## config.mk

```make
export PLATFORM = sky130hd
export DESIGN_NAME = bdm_addr_unit
export DESIGN_NICKNAME = d
export VERILOG_FILES = /design/src/inc/bdm_pkg.sv /design/src/design/bdm_addr_unit.sv /design/src/design/bdm_ram.sv
export SDC_FILE = /design/constraint.sdc
export NUM_CORES = 1
export LEC_CHECK = 0
export BUFFER_PORTS_ARGS = -buffer_cell sky130_fd_sc_hd__buf_4
export CAP_MARGIN = 10
export CORE_MARGIN = 2
export CORE_UTILIZATION = 40
export DETAILED_ROUTE_END_ITERATION = 7
export RECOVER_POWER = 100
export SYNTH_ARGS = -nofsm -noshare
export SYNTH_HDL_FRONTEND = slang
export SYNTH_SLANG_ARGS = --single-unit
```

## constraint.sdc

```tcl
create_clock -name clk_sys_i -period 11 [get_ports clk_sys_i]
set_input_delay 0.55 -clock clk_sys_i [delete_from_list [all_inputs] [get_ports clk_sys_i]]
set_output_delay 0.55 -clock clk_sys_i [all_outputs]
set_load 0.02 [all_outputs]
```

## src/inc/bdm_pkg.sv

```systemverilog
// Constants for the banked data memory addressing unit
package bdm_pkg;
  localparam int unsigned DATA_W = 8;
  localparam int unsigned BANK_W = 3;
  localparam logic [7:0] ADDR_PORT_A = 8'h00;
  localparam logic [7:0] ADDR_PTR_A = 8'h01;
  localparam logic [7:0] ADDR_PORT_B = 8'h02;
  localparam logic [7:0] ADDR_PTR_B = 8'h03;
  localparam logic [7:0] ADDR_BANK_SEL = 8'h04;
  localparam logic [7:0] ADDR_EEPROM_CTRL = 8'h40;
  localparam logic [7:0] ADDR_GP_BASE = 8'h80;
  localparam logic [7:0] ADDR_TK_LAST = 8'h07;
  localparam logic [7:0] ADDR_SFR_LAST = 8'h7F;
  localparam logic [7:0] ZERO_BYTE = 8'h00;
  localparam logic [2:0] BANK_SEL_RESET = 3'h0;
  localparam logic [2:0] BANK_0 = 3'h0;
  localparam logic [2:0] BANK_1 = 3'h1;
  localparam logic [2:0] BANK_5 = 3'h5;
  localparam logic [2:0] BANK_6 = 3'h6;
  localparam int unsigned GP_DEPTH = 128;
  localparam int unsigned GP_AW = 7;
  localparam int unsigned TK_DEPTH = 16;
  localparam int unsigned TK_AW = 4;
  localparam int unsigned MEM_DEPTH = GP_DEPTH + TK_DEPTH;
  localparam int unsigned MEM_AW = 8;
  localparam logic [7:0] TK_BASE = 8'h80;
  localparam logic [7:0] TK6_BASE = 8'h88;
  typedef enum logic [1:0] {
    BDM_REGION_NONE = 2'h0,
    BDM_REGION_LOCAL = 2'h1,
    BDM_REGION_MEM = 2'h3,
    BDM_REGION_SFR = 2'h2
  } bdm_region_e;
endpackage : bdm_pkg

```

## src/design/bdm_addr_unit.sv

```systemverilog
// Banked data memory addressing unit
`timescale 1ns/10ps
`default_nettype none
module bdm_addr_unit
(
  input wire logic clk_sys_i,
  input wire logic rst_n_i,
  // Watchdog reset in sleep or idle: keeps the bank selection
  input wire logic wdt_sleep_reset_i,
  input wire logic rd_i,
  input wire logic wr_i,
  input wire logic [7:0] addr_i,
  input wire logic [bdm_pkg::DATA_W-1:0] wdata_i,
  // Bit operation: set or clear one bit of the addressed byte
  input wire logic bit_op_i,
  input wire logic bit_val_i,
  input wire logic [2:0] bit_idx_i,
  // Other special registers live in the core, reached here by address
  input wire logic [bdm_pkg::DATA_W-1:0] sfr_rdata_i,
  input wire logic sfr_present_i,
  input wire logic sfr_protected_i,
  input wire logic [bdm_pkg::DATA_W-1:0] eeprom_ctrl_rdata_i,
  output logic sfr_wr_o,
  output logic eeprom_ctrl_wr_o,
  output logic [7:0] sfr_addr_o,
  output logic [bdm_pkg::DATA_W-1:0] sfr_wdata_o,
  output logic [bdm_pkg::DATA_W-1:0] rdata_o,
  output logic rvalid_o,
  output logic [bdm_pkg::BANK_W-1:0] bank_sel_o
);
  import bdm_pkg::*;

  // =========================================
  // Address resolution
  logic [7:0] ptr_a;
  logic [7:0] ptr_b;
  logic [BANK_W-1:0] bank_sel;
  logic [7:0] eff_addr;
  logic [BANK_W-1:0] eff_bank;
  logic indirect;
  logic port_hit;
  bdm_region_e region;
  logic [MEM_AW-1:0] mem_addr;
  logic eeprom_hit;
  logic acc_wr;
  logic [DATA_W-1:0] cur_byte;
  logic [DATA_W-1:0] next_byte;

  always_comb
  begin
    indirect = 1'b0;
    eff_addr = addr_i;
    eff_bank = BANK_0;
    if (addr_i == ADDR_PORT_A)
    begin
      indirect = 1'b1;
      eff_addr = ptr_a;
      eff_bank = BANK_0;
    end
    else if (addr_i == ADDR_PORT_B)
    begin
      indirect = 1'b1;
      eff_addr = ptr_b;
      eff_bank = bank_sel;
    end
  end

  assign port_hit = indirect && (eff_bank == BANK_0)
    && (eff_addr == ADDR_PORT_A || eff_addr == ADDR_PORT_B);

  always_comb
  begin
    region = BDM_REGION_NONE;
    mem_addr = '0;
    eeprom_hit = 1'b0;
    unique case (eff_bank)
      BANK_0:
      begin
        if (eff_addr >= ADDR_GP_BASE)
        begin
          region = BDM_REGION_MEM;
          mem_addr = eff_addr - ADDR_GP_BASE;
        end
        else if (port_hit)
        begin
          region = BDM_REGION_NONE;
        end
        else if (eff_addr <= ADDR_BANK_SEL)
        begin
          region = BDM_REGION_LOCAL;
        end
        else if (eff_addr != ADDR_EEPROM_CTRL && sfr_present_i)
        begin
          region = BDM_REGION_SFR;
        end
      end
      BANK_1:
      begin
        if (eff_addr == ADDR_EEPROM_CTRL)
        begin
          region = BDM_REGION_SFR;
          eeprom_hit = 1'b1;
        end
      end
      BANK_5:
      begin
        if (eff_addr <= ADDR_TK_LAST)
        begin
          region = BDM_REGION_MEM;
          mem_addr = TK_BASE + eff_addr;
        end
      end
      BANK_6:
      begin
        if (eff_addr <= ADDR_TK_LAST)
        begin
          region = BDM_REGION_MEM;
          mem_addr = TK6_BASE + eff_addr;
        end
      end
      default:
      begin
        region = BDM_REGION_NONE;
      end
    endcase
  end

  // =========================================
  // Read byte and bit operation merge
  logic [DATA_W-1:0] local_rdata;
  logic [DATA_W-1:0] mem_rdata;

  always_comb
  begin
    local_rdata = ZERO_BYTE;
    if (eff_addr == ADDR_PTR_A)
    begin
      local_rdata = ptr_a;
    end
    else if (eff_addr == ADDR_PTR_B)
    begin
      local_rdata = ptr_b;
    end
    else if (eff_addr == ADDR_BANK_SEL)
    begin
      local_rdata = {{(DATA_W-BANK_W){1'b0}}, bank_sel};
    end
  end

  always_comb
  begin
    cur_byte = ZERO_BYTE;
    unique case (region)
      BDM_REGION_LOCAL: cur_byte = local_rdata;
      BDM_REGION_SFR: cur_byte = eeprom_hit ? eeprom_ctrl_rdata_i : sfr_rdata_i;
      BDM_REGION_MEM: cur_byte = mem_rdata;
      BDM_REGION_NONE: cur_byte = ZERO_BYTE;
    endcase
  end

  // Bit operations merge into the current byte; RAM data is the registered read, or the last-write shadow
  always_comb
  begin
    next_byte = wdata_i;
    if (bit_op_i)
    begin
      next_byte = cur_byte;
      next_byte[bit_idx_i] = bit_val_i;
    end
  end

  assign acc_wr = wr_i && (region != BDM_REGION_NONE);

  // =========================================
  // Memory
  logic [DATA_W-1:0] mem_q;
  logic [MEM_AW-1:0] mem_addr_q;
  logic [DATA_W-1:0] shadow_q;
  logic shadow_vld;

  bdm_ram u_ram
  (
    .clk_sys_i(clk_sys_i),
    .wr_en_i(acc_wr && region == BDM_REGION_MEM),
    .wr_addr_i(mem_addr),
    .wr_data_i(next_byte),
    .rd_addr_i(mem_addr),
    .rd_data_o(mem_q)
  );

  // Last write bypass keeps back-to-back bit ops coherent
  always_ff @(posedge clk_sys_i or negedge rst_n_i)
  begin
    if (!rst_n_i)
    begin
      mem_addr_q <= '0;
      shadow_q <= ZERO_BYTE;
      shadow_vld <= 1'b0;
    end
    else
    begin
      mem_addr_q <= mem_addr;
      shadow_vld <= acc_wr && region == BDM_REGION_MEM;
      shadow_q <= next_byte;
    end
  end

  // Bit ops require the address held for two cycles; read data is registered
  assign mem_rdata = (shadow_vld && mem_addr_q == mem_addr) ? shadow_q : mem_q;

  // =========================================
  // Pointers and bank select
  always_ff @(posedge clk_sys_i or negedge rst_n_i)
  begin
    if (!rst_n_i)
    begin
      ptr_a <= ZERO_BYTE;
      ptr_b <= ZERO_BYTE;
    end
    else if (acc_wr && region == BDM_REGION_LOCAL)
    begin
      if (eff_addr == ADDR_PTR_A)
      begin
        ptr_a <= next_byte;
      end
      if (eff_addr == ADDR_PTR_B)
      begin
        ptr_b <= next_byte;
      end
    end
  end

  // Watchdog wake reset spares the bank; its flag must be steady while reset is low
  logic bank_rst_n;
  assign bank_rst_n = rst_n_i || wdt_sleep_reset_i;

  always_ff @(posedge clk_sys_i or negedge bank_rst_n)
  begin
    if (!bank_rst_n)
    begin
      bank_sel <= BANK_SEL_RESET;
    end
    else if (acc_wr && region == BDM_REGION_LOCAL && eff_addr == ADDR_BANK_SEL)
    begin
      bank_sel <= next_byte[BANK_W-1:0];
    end
  end

  // =========================================
  // Outputs
  always_ff @(posedge clk_sys_i or negedge rst_n_i)
  begin
    if (!rst_n_i)
    begin
      rdata_o <= ZERO_BYTE;
      rvalid_o <= 1'b0;
      sfr_wr_o <= 1'b0;
      eeprom_ctrl_wr_o <= 1'b0;
      sfr_addr_o <= ZERO_BYTE;
      sfr_wdata_o <= ZERO_BYTE;
      bank_sel_o <= BANK_SEL_RESET;
    end
    else
    begin
      rdata_o <= rd_i ? cur_byte : ZERO_BYTE;
      rvalid_o <= rd_i;
      // Protected registers are refused here, so the core never sees the write
      sfr_wr_o <= acc_wr && region == BDM_REGION_SFR && !eeprom_hit
        && !sfr_protected_i;
      eeprom_ctrl_wr_o <= acc_wr && eeprom_hit;
      sfr_addr_o <= eff_addr;
      sfr_wdata_o <= next_byte;
      bank_sel_o <= bank_sel;
    end
  end

  // =========================================
  // Checks
  a_direct_bank_zero: assert property (@(posedge clk_sys_i) disable iff (!rst_n_i)
    !indirect |-> eff_bank == BANK_0) else $error("direct access left bank 0");
  a_port_a_bank_zero: assert property (@(posedge clk_sys_i) disable iff (!rst_n_i)
    addr_i == ADDR_PORT_A |-> eff_bank == BANK_0 && eff_addr == ptr_a)
    else $error("first port left bank 0");
  a_port_b_bank_sel: assert property (@(posedge clk_sys_i) disable iff (!rst_n_i)
    addr_i == ADDR_PORT_B |-> eff_bank == bank_sel && eff_addr == ptr_b)
    else $error("second port bank wrong");
  a_unused_reads_zero: assert property (@(posedge clk_sys_i) disable iff (!rst_n_i)
    rd_i && region == BDM_REGION_NONE |=> rdata_o == ZERO_BYTE)
    else $error("unused read not zero");
  a_port_self_zero: assert property (@(posedge clk_sys_i) disable iff (!rst_n_i)
    port_hit |-> !acc_wr) else $error("indirect port write stored");
  a_bank_sel_write: assert property (@(posedge clk_sys_i) disable iff (!rst_n_i)
    wr_i && !bit_op_i && addr_i == ADDR_BANK_SEL |=> bank_sel == $past(wdata_i[2:0]))
    else $error("bank select not written");
  a_bank_sel_read: assert property (@(posedge clk_sys_i) disable iff (!rst_n_i)
    rd_i && addr_i == ADDR_BANK_SEL |=> rdata_o == {5'h00, $past(bank_sel)})
    else $error("bank select read wrong");
  a_protected_kept: assert property (@(posedge clk_sys_i) disable iff (!rst_n_i)
    sfr_protected_i && !eeprom_hit |=> !sfr_wr_o) else $error("protected write passed");
  a_bad_bank_none: assert property (@(posedge clk_sys_i) disable iff (!rst_n_i)
    indirect && eff_bank inside {3'h2, 3'h3, 3'h4, 3'h7} |-> region == BDM_REGION_NONE)
    else $error("unimplemented bank hit");
  a_bit_op_one: assert property (@(posedge clk_sys_i) disable iff (!rst_n_i)
    bit_op_i |-> (next_byte ^ cur_byte) == (cur_byte[bit_idx_i] != bit_val_i ?
      8'h01 << bit_idx_i : ZERO_BYTE)) else $error("bit op changed other bits");
endmodule // bdm_addr_unit
`default_nettype wire

```

## src/design/bdm_ram.sv

```systemverilog
// Byte memory holding general purpose and touch key data
`timescale 1ns/10ps
`default_nettype none
module bdm_ram
  import bdm_pkg::*;
(
  input wire logic clk_sys_i,
  input wire logic wr_en_i,
  input wire logic [bdm_pkg::MEM_AW-1:0] wr_addr_i,
  input wire logic [bdm_pkg::DATA_W-1:0] wr_data_i,
  input wire logic [bdm_pkg::MEM_AW-1:0] rd_addr_i,
  output logic [bdm_pkg::DATA_W-1:0] rd_data_o
);
  logic [DATA_W-1:0] mem [MEM_DEPTH];

  // Contents are volatile and are not cleared by reset
  always_ff @(posedge clk_sys_i)
  begin
    if (wr_en_i)
    begin
      mem[wr_addr_i] <= wr_data_i;
    end
  end

  always_ff @(posedge clk_sys_i)
  begin
    rd_data_o <= mem[rd_addr_i];
  end
endmodule // bdm_ram
`default_nettype wire

```

==> impl_metrics.env <==
export IMPL_groute_usage_overall_pct=23.4
export IMPL_power_clock_fraction_pct=40.4
export IMPL_violated_checks="capacitance limit, slew limit"
export IMPL_number_of_buffer_cells_added_on_primary_ports=73
export IMPL_max_slew_margin_rel_pct=-124
export IMPL_clock_insertion_delay_worst_skew_ns=0.73
export IMPL_synth_xor_xnor_area_share_pct=0.0179
export IMPL_clock_skew_ns=0.0285
export IMPL_antenna_found_initial=1
export IMPL_number_of_enable_flip_flop_cells_after_synthesis=1152
export IMPL_max_slew_worst_pin_slew_ns=3.37
export IMPL_post_synthesis_instance_total=3433
export IMPL_synth_fp_nets=3478
export IMPL_chipHeight_um=354
export IMPL_worstPathCellList="clkbuf_1 -> nor4_1 -> a31oi_1 -> o21ai_0 -> nor3_1 -> o21ai_4 -> clkbuf_1 -> clkbuf_1 -> nor2_1 -> nand3_1 -> clkbuf_1 -> nor2_1"
export IMPL_ys_warnings_count=0
export IMPL_clock_transition_at_the_register_clock_pins_on_the_worst_setup_and_hold_paths_after_cts_ns=0.06
export IMPL_synth_simple_gate_area_share_pct=8.24
export IMPL_post_route_util_pct=45.1
export IMPL_vias_in_the_first_global_route=29843
export IMPL_drc=0
export IMPL_globalRouteOverflowTotal=0
export IMPL_run_status="complete, but fails checks"
export IMPL_internal_power_mw=7.56
export IMPL_crit_path_end="u_ram.mem[118][6]"
export IMPL_fin_crit_sh_pct=80.2
export IMPL_cp_num_buf_inv=4
export IMPL_worstSetupPathType="in -> reg"
export IMPL_viasPerCell=6.03
export IMPL_vdd_ir_drop_worst_uv=135
export IMPL_slew_violations=411
export IMPL_post_drt_wl_per_cell_um=28.9
export IMPL_synth_area_mux_share_pct=3.57
export IMPL_route_antenna_remaining_nets=0
export IMPL_power_per_cell_area_mw_per_mm2=181
export IMPL_grt_max_degree=146
export IMPL_crit_path_max_fanout=28
export IMPL_dp_hpwl_um=85800
export IMPL_async_flop_share_pct=4.76
export IMPL_critPathCaptureType="flip-flop"
export IMPL_setup_reg_to_reg_worst_slack_ns=2.62
export IMPL_dr_pass1_iters=6
export IMPL_crit_path_max_incr_delay_ns=1.57
export IMPL_clock_path_buffers=3
export IMPL_cp_required_ns=11.37
export IMPL_synth_area_per_cell_um2=14.3
export IMPL_combPwrFrac_pct=7.2
export IMPL_ys_seq_elements=1218
export IMPL_rr_worst_depth=11
export IMPL_antenna_diode_count=0
export IMPL_total_vias_in_the_final_route=31325
export IMPL_grt_pass1_wl_um=216000
export IMPL_syn_to_final_growth_pct=12.1
export IMPL_worstSetupPathDepth=12
export IMPL_floorplan_io_pins=74
export IMPL_crit_path_frequent_cell="sky130_fd_sc_hd__clkbuf_1"
export IMPL_crit_slowest_cell="sky130_fd_sc_hd__clkbuf_1"
export IMPL_layout_drive_gt1_share_pct=9.24
export IMPL_initial_core_util_pct=40.2
export IMPL_synth_top_family_by_area="compound AO/OA/AOI/OAI gates"
export IMPL_rsz0062_at_grt="false"
export IMPL_crit_arrival_ns=9.19
export IMPL_cts_num_sinks=1218
export IMPL_worst_setup_path_startpoint="addr_i[3]"
export IMPL_synth_cell_types=88
export IMPL_seqPwrFrac_pct=52.4
export IMPL_power_switching_share_pct=23.8
export IMPL_timing_limited_maximum_frequency_mhz=113
export IMPL_synth_adder_area_share_pct=0.0256
export IMPL_final_hold_viol_count=0
export IMPL_max_cap_viol_count=10
export IMPL_power_static_leakage_nw=17.8
export IMPL_hp_class="in -> reg"
export IMPL_die_width_um=354
export IMPL_tritoncts_buffer_count=120
export IMPL_totalWireLength_um=150000
export IMPL_cts_repair_resized=0
export IMPL_top_delay_family_on_crit_path="simple AND/OR/NAND/NOR gates"
export IMPL_num_nets_final=3510
export IMPL_setup_total_negative_slack_ns=0
export IMPL_cts_tree="built"
export IMPL_dr_first_iter_drc_count=3971
export IMPL_layout_min_cycle_time_ns=8.82
export IMPL_cts_setup_buffers=0
export IMPL_floorplan_rows=128
export IMPL_worst_setup_sp_type="input pin"
export IMPL_r2r_end="u_ram.mem[61][2]"
export IMPL_syn_area_mm2=0.0489
export IMPL_postSynth_topFlopCell="sky130_fd_sc_hd__edfxtp_1"
export IMPL_clockRootBuffer="sky130_fd_sc_hd__clkbuf_16"
export IMPL_timing_rr_start="ptr_a[5]"
export IMPL_finalWeightedCongestion=0.905
export IMPL_timing_final_setup_violations=0
export IMPL_die_area_mm2=0.125
export IMPL_placeableCoreArea_mm2=0.122
export IMPL_synth_seq_area_share_pct=74.0
export IMPL_switching_power_mw=2.36
export IMPL_cts_htree_levels=3
export IMPL_synth_compound_area_share_pct=11.8
==> worst min-delay path by stage <==
stage	startpoint	endpoint	slack (ns)	cells past startpoint
floorplan	rst_n_i	bank_sel_o[0]	0.25	0
global placement	wdt_sleep_reset_i	bank_sel[0]	0.43	2
detailed placement	wdt_sleep_reset_i	bank_sel[1]	0.44	2
CTS	addr_i[5]	sfr_addr_o[5]	0.1	3
global route	addr_i[5]	sfr_addr_o[5]	0.15	3
finish	addr_i[5]	sfr_addr_o[5]	0.13	3
==> state kept, by name, summed over array words and instances (netlist names), 3 cells and up <==
register / count
rdata_o: 8
sfr_wdata_o: 8
mem_addr_q: 8
ptr_a: 8
sfr_addr_o: 8
bank_sel_o: 3
u_ram.mem: 1152
u_ram.rd_data_o: 8
bank_sel: 3
ptr_b: 8
==> tightest hold or removal path, stage by stage <==
cell                      delay, ns
sky130_fd_sc_hd__buf_4         0.11
sky130_fd_sc_hd__a31oi_1       0.07
sky130_fd_sc_hd__inv_1         0.08
==> metal layers <==
metal / vias to the layer above / GRT usage (%) / part of all wire (%)
met5: - / 0 / 0.0087
met4: 2 / 8.37 / 3.6
met3: 268 / 4.49 / 9.5
met2: 1691 / 36.5 / 46
met1: 15940 / 32.8 / 41
li1: 13424 / - / -
==> layout by cell type, fill, tap and decap left out, types with 18 or more instances in the layout <==
cell type / synthesis / layout
sky130_fd_sc_hd__nor2_1: 215 / 215
sky130_fd_sc_hd__clkinv_1: 2 / 33
sky130_fd_sc_hd__a22oi_1: 22 / 22
sky130_fd_sc_hd__mux2i_1: 151 / 151
sky130_fd_sc_hd__clkbuf_1: 92 / 69
sky130_fd_sc_hd__clkbuf_16: 0 / 120
sky130_fd_sc_hd__nor4_1: 17 / 18
sky130_fd_sc_hd__a221o_1: 21 / 21
sky130_fd_sc_hd__clkinv_2: 0 / 36
sky130_fd_sc_hd__nand2_1: 516 / 517
sky130_fd_sc_hd__nand3_1: 56 / 56
sky130_fd_sc_hd__o211ai_1: 48 / 48
sky130_fd_sc_hd__dfrtp_1: 58 / 58
sky130_fd_sc_hd__a221oi_1: 163 / 163
sky130_fd_sc_hd__a211oi_1: 36 / 36
sky130_fd_sc_hd__a31oi_1: 36 / 35
sky130_fd_sc_hd__o21ai_0: 161 / 162
sky130_fd_sc_hd__a21oi_1: 230 / 230
sky130_fd_sc_hd__buf_4: 6 / 83
sky130_fd_sc_hd__nor3_1: 34 / 37
sky130_fd_sc_hd__edfxtp_1: 1152 / 1152
sky130_fd_sc_hd__o22ai_1: 24 / 24
==> power groups by stage <==
stage               clock [mW]  combinational, mW  sequential [mW]
finish                    4.01              0.711             5.20
global route              4.23              0.746             5.20
CTS                       4.04              0.717             5.19
detailed placement           0              0.714             5.29
global placement             0              0.709             5.29
floorplan                    0              0.368             5.34
==> cell families after synthesis <==
| group | count (synthesis) |
|---|---|
| DFF | 1218 |
| and+or+nand+nor | 931 |
| AOI/OAI and AO/OA | 856 |
| buffers and inverters | 256 |
| muxes | 170 |
| xor gates and xnor gates | 1 |
| adders and majority gates | 1 |
==> through the flow <==
stage / cell area [um2] / power, mW / setup slack, ns / hold WS (ns) / cells
after floorplan: 48900 / 5.70 / 0.374 / 0.254 / 3433
after global placement: 51200 / 6.00 / 4.16 / 0.433 / 4961
after detailed placement: 51200 / 6.01 / 4.04 / 0.441 / 4964
after CTS: 55100 / 9.95 / 4.75 / 0.0951 / 5196
after global routing: 54800 / 10.2 / 2.22 / 0.145 / 5197
final: 54800 / 9.92 / 2.18 / 0.132 / 5197
==> cell type report <==
cell class | count | area [um2]
Clock buffer | 145 | 3140
Clock inverter | 84 | 693
Timing Repair Buffer | 144 | 1000
Multi-Input combinational cell | 1959 | 11700
Fill cell | 10757 | 66700
Tap cell | 1625 | 2030
Sequential cell | 1218 | 36200
Inverter | 22 | 92.6
==> Yosys cell counts (8+ instances only) <==
master,n,share of area (%)
sky130_fd_sc_hd__nand2_1,516,4.0
sky130_fd_sc_hd__edfxtp_1,1152,71
sky130_fd_sc_hd__nor4_1,17,0.22
sky130_fd_sc_hd__a2bb2oi_1,9,0.16
sky130_fd_sc_hd__o211ai_1,48,0.74
sky130_fd_sc_hd__nand4_1,16,0.20
sky130_fd_sc_hd__o21ai_0,161,1.6
sky130_fd_sc_hd__inv_1,16,0.12
sky130_fd_sc_hd__buf_1,32,0.25
sky130_fd_sc_hd__nand3_1,56,0.57
sky130_fd_sc_hd__a2111oi_0,10,0.18
sky130_fd_sc_hd__nor3_1,34,0.35
sky130_fd_sc_hd__a32oi_1,9,0.16
sky130_fd_sc_hd__o22ai_1,24,0.31
sky130_fd_sc_hd__a211oi_1,36,0.55
sky130_fd_sc_hd__a221o_1,21,0.43
sky130_fd_sc_hd__mux2i_1,151,3.1
sky130_fd_sc_hd__a221oi_1,163,2.9
sky130_fd_sc_hd__nor3b_1,8,0.12
sky130_fd_sc_hd__nor2_1,215,1.6
sky130_fd_sc_hd__a21oi_1,230,2.4
sky130_fd_sc_hd__a31oi_1,36,0.46
sky130_fd_sc_hd__dfxtp_1,8,0.33
sky130_fd_sc_hd__o21ai_1,9,0.092
sky130_fd_sc_hd__buf_2,100,1.0
sky130_fd_sc_hd__a22oi_1,22,0.34
sky130_fd_sc_hd__or3_1,12,0.15
sky130_fd_sc_hd__and3_1,10,0.13
sky130_fd_sc_hd__clkbuf_1,92,0.71
sky130_fd_sc_hd__dfrtp_1,58,3.0
sky130_fd_sc_hd__o221ai_1,10,0.18
sky130_fd_sc_hd__mux2_2,17,0.39
sky130_fd_sc_hd__o2bb2ai_1,18,0.32
==> timing repair <==
item,CTS,global route
hold buffers,3,0
endpoints found under the setup margin,0,0
endpoints found under the hold margin,59,0
Power figures use the tool's default switching activity.
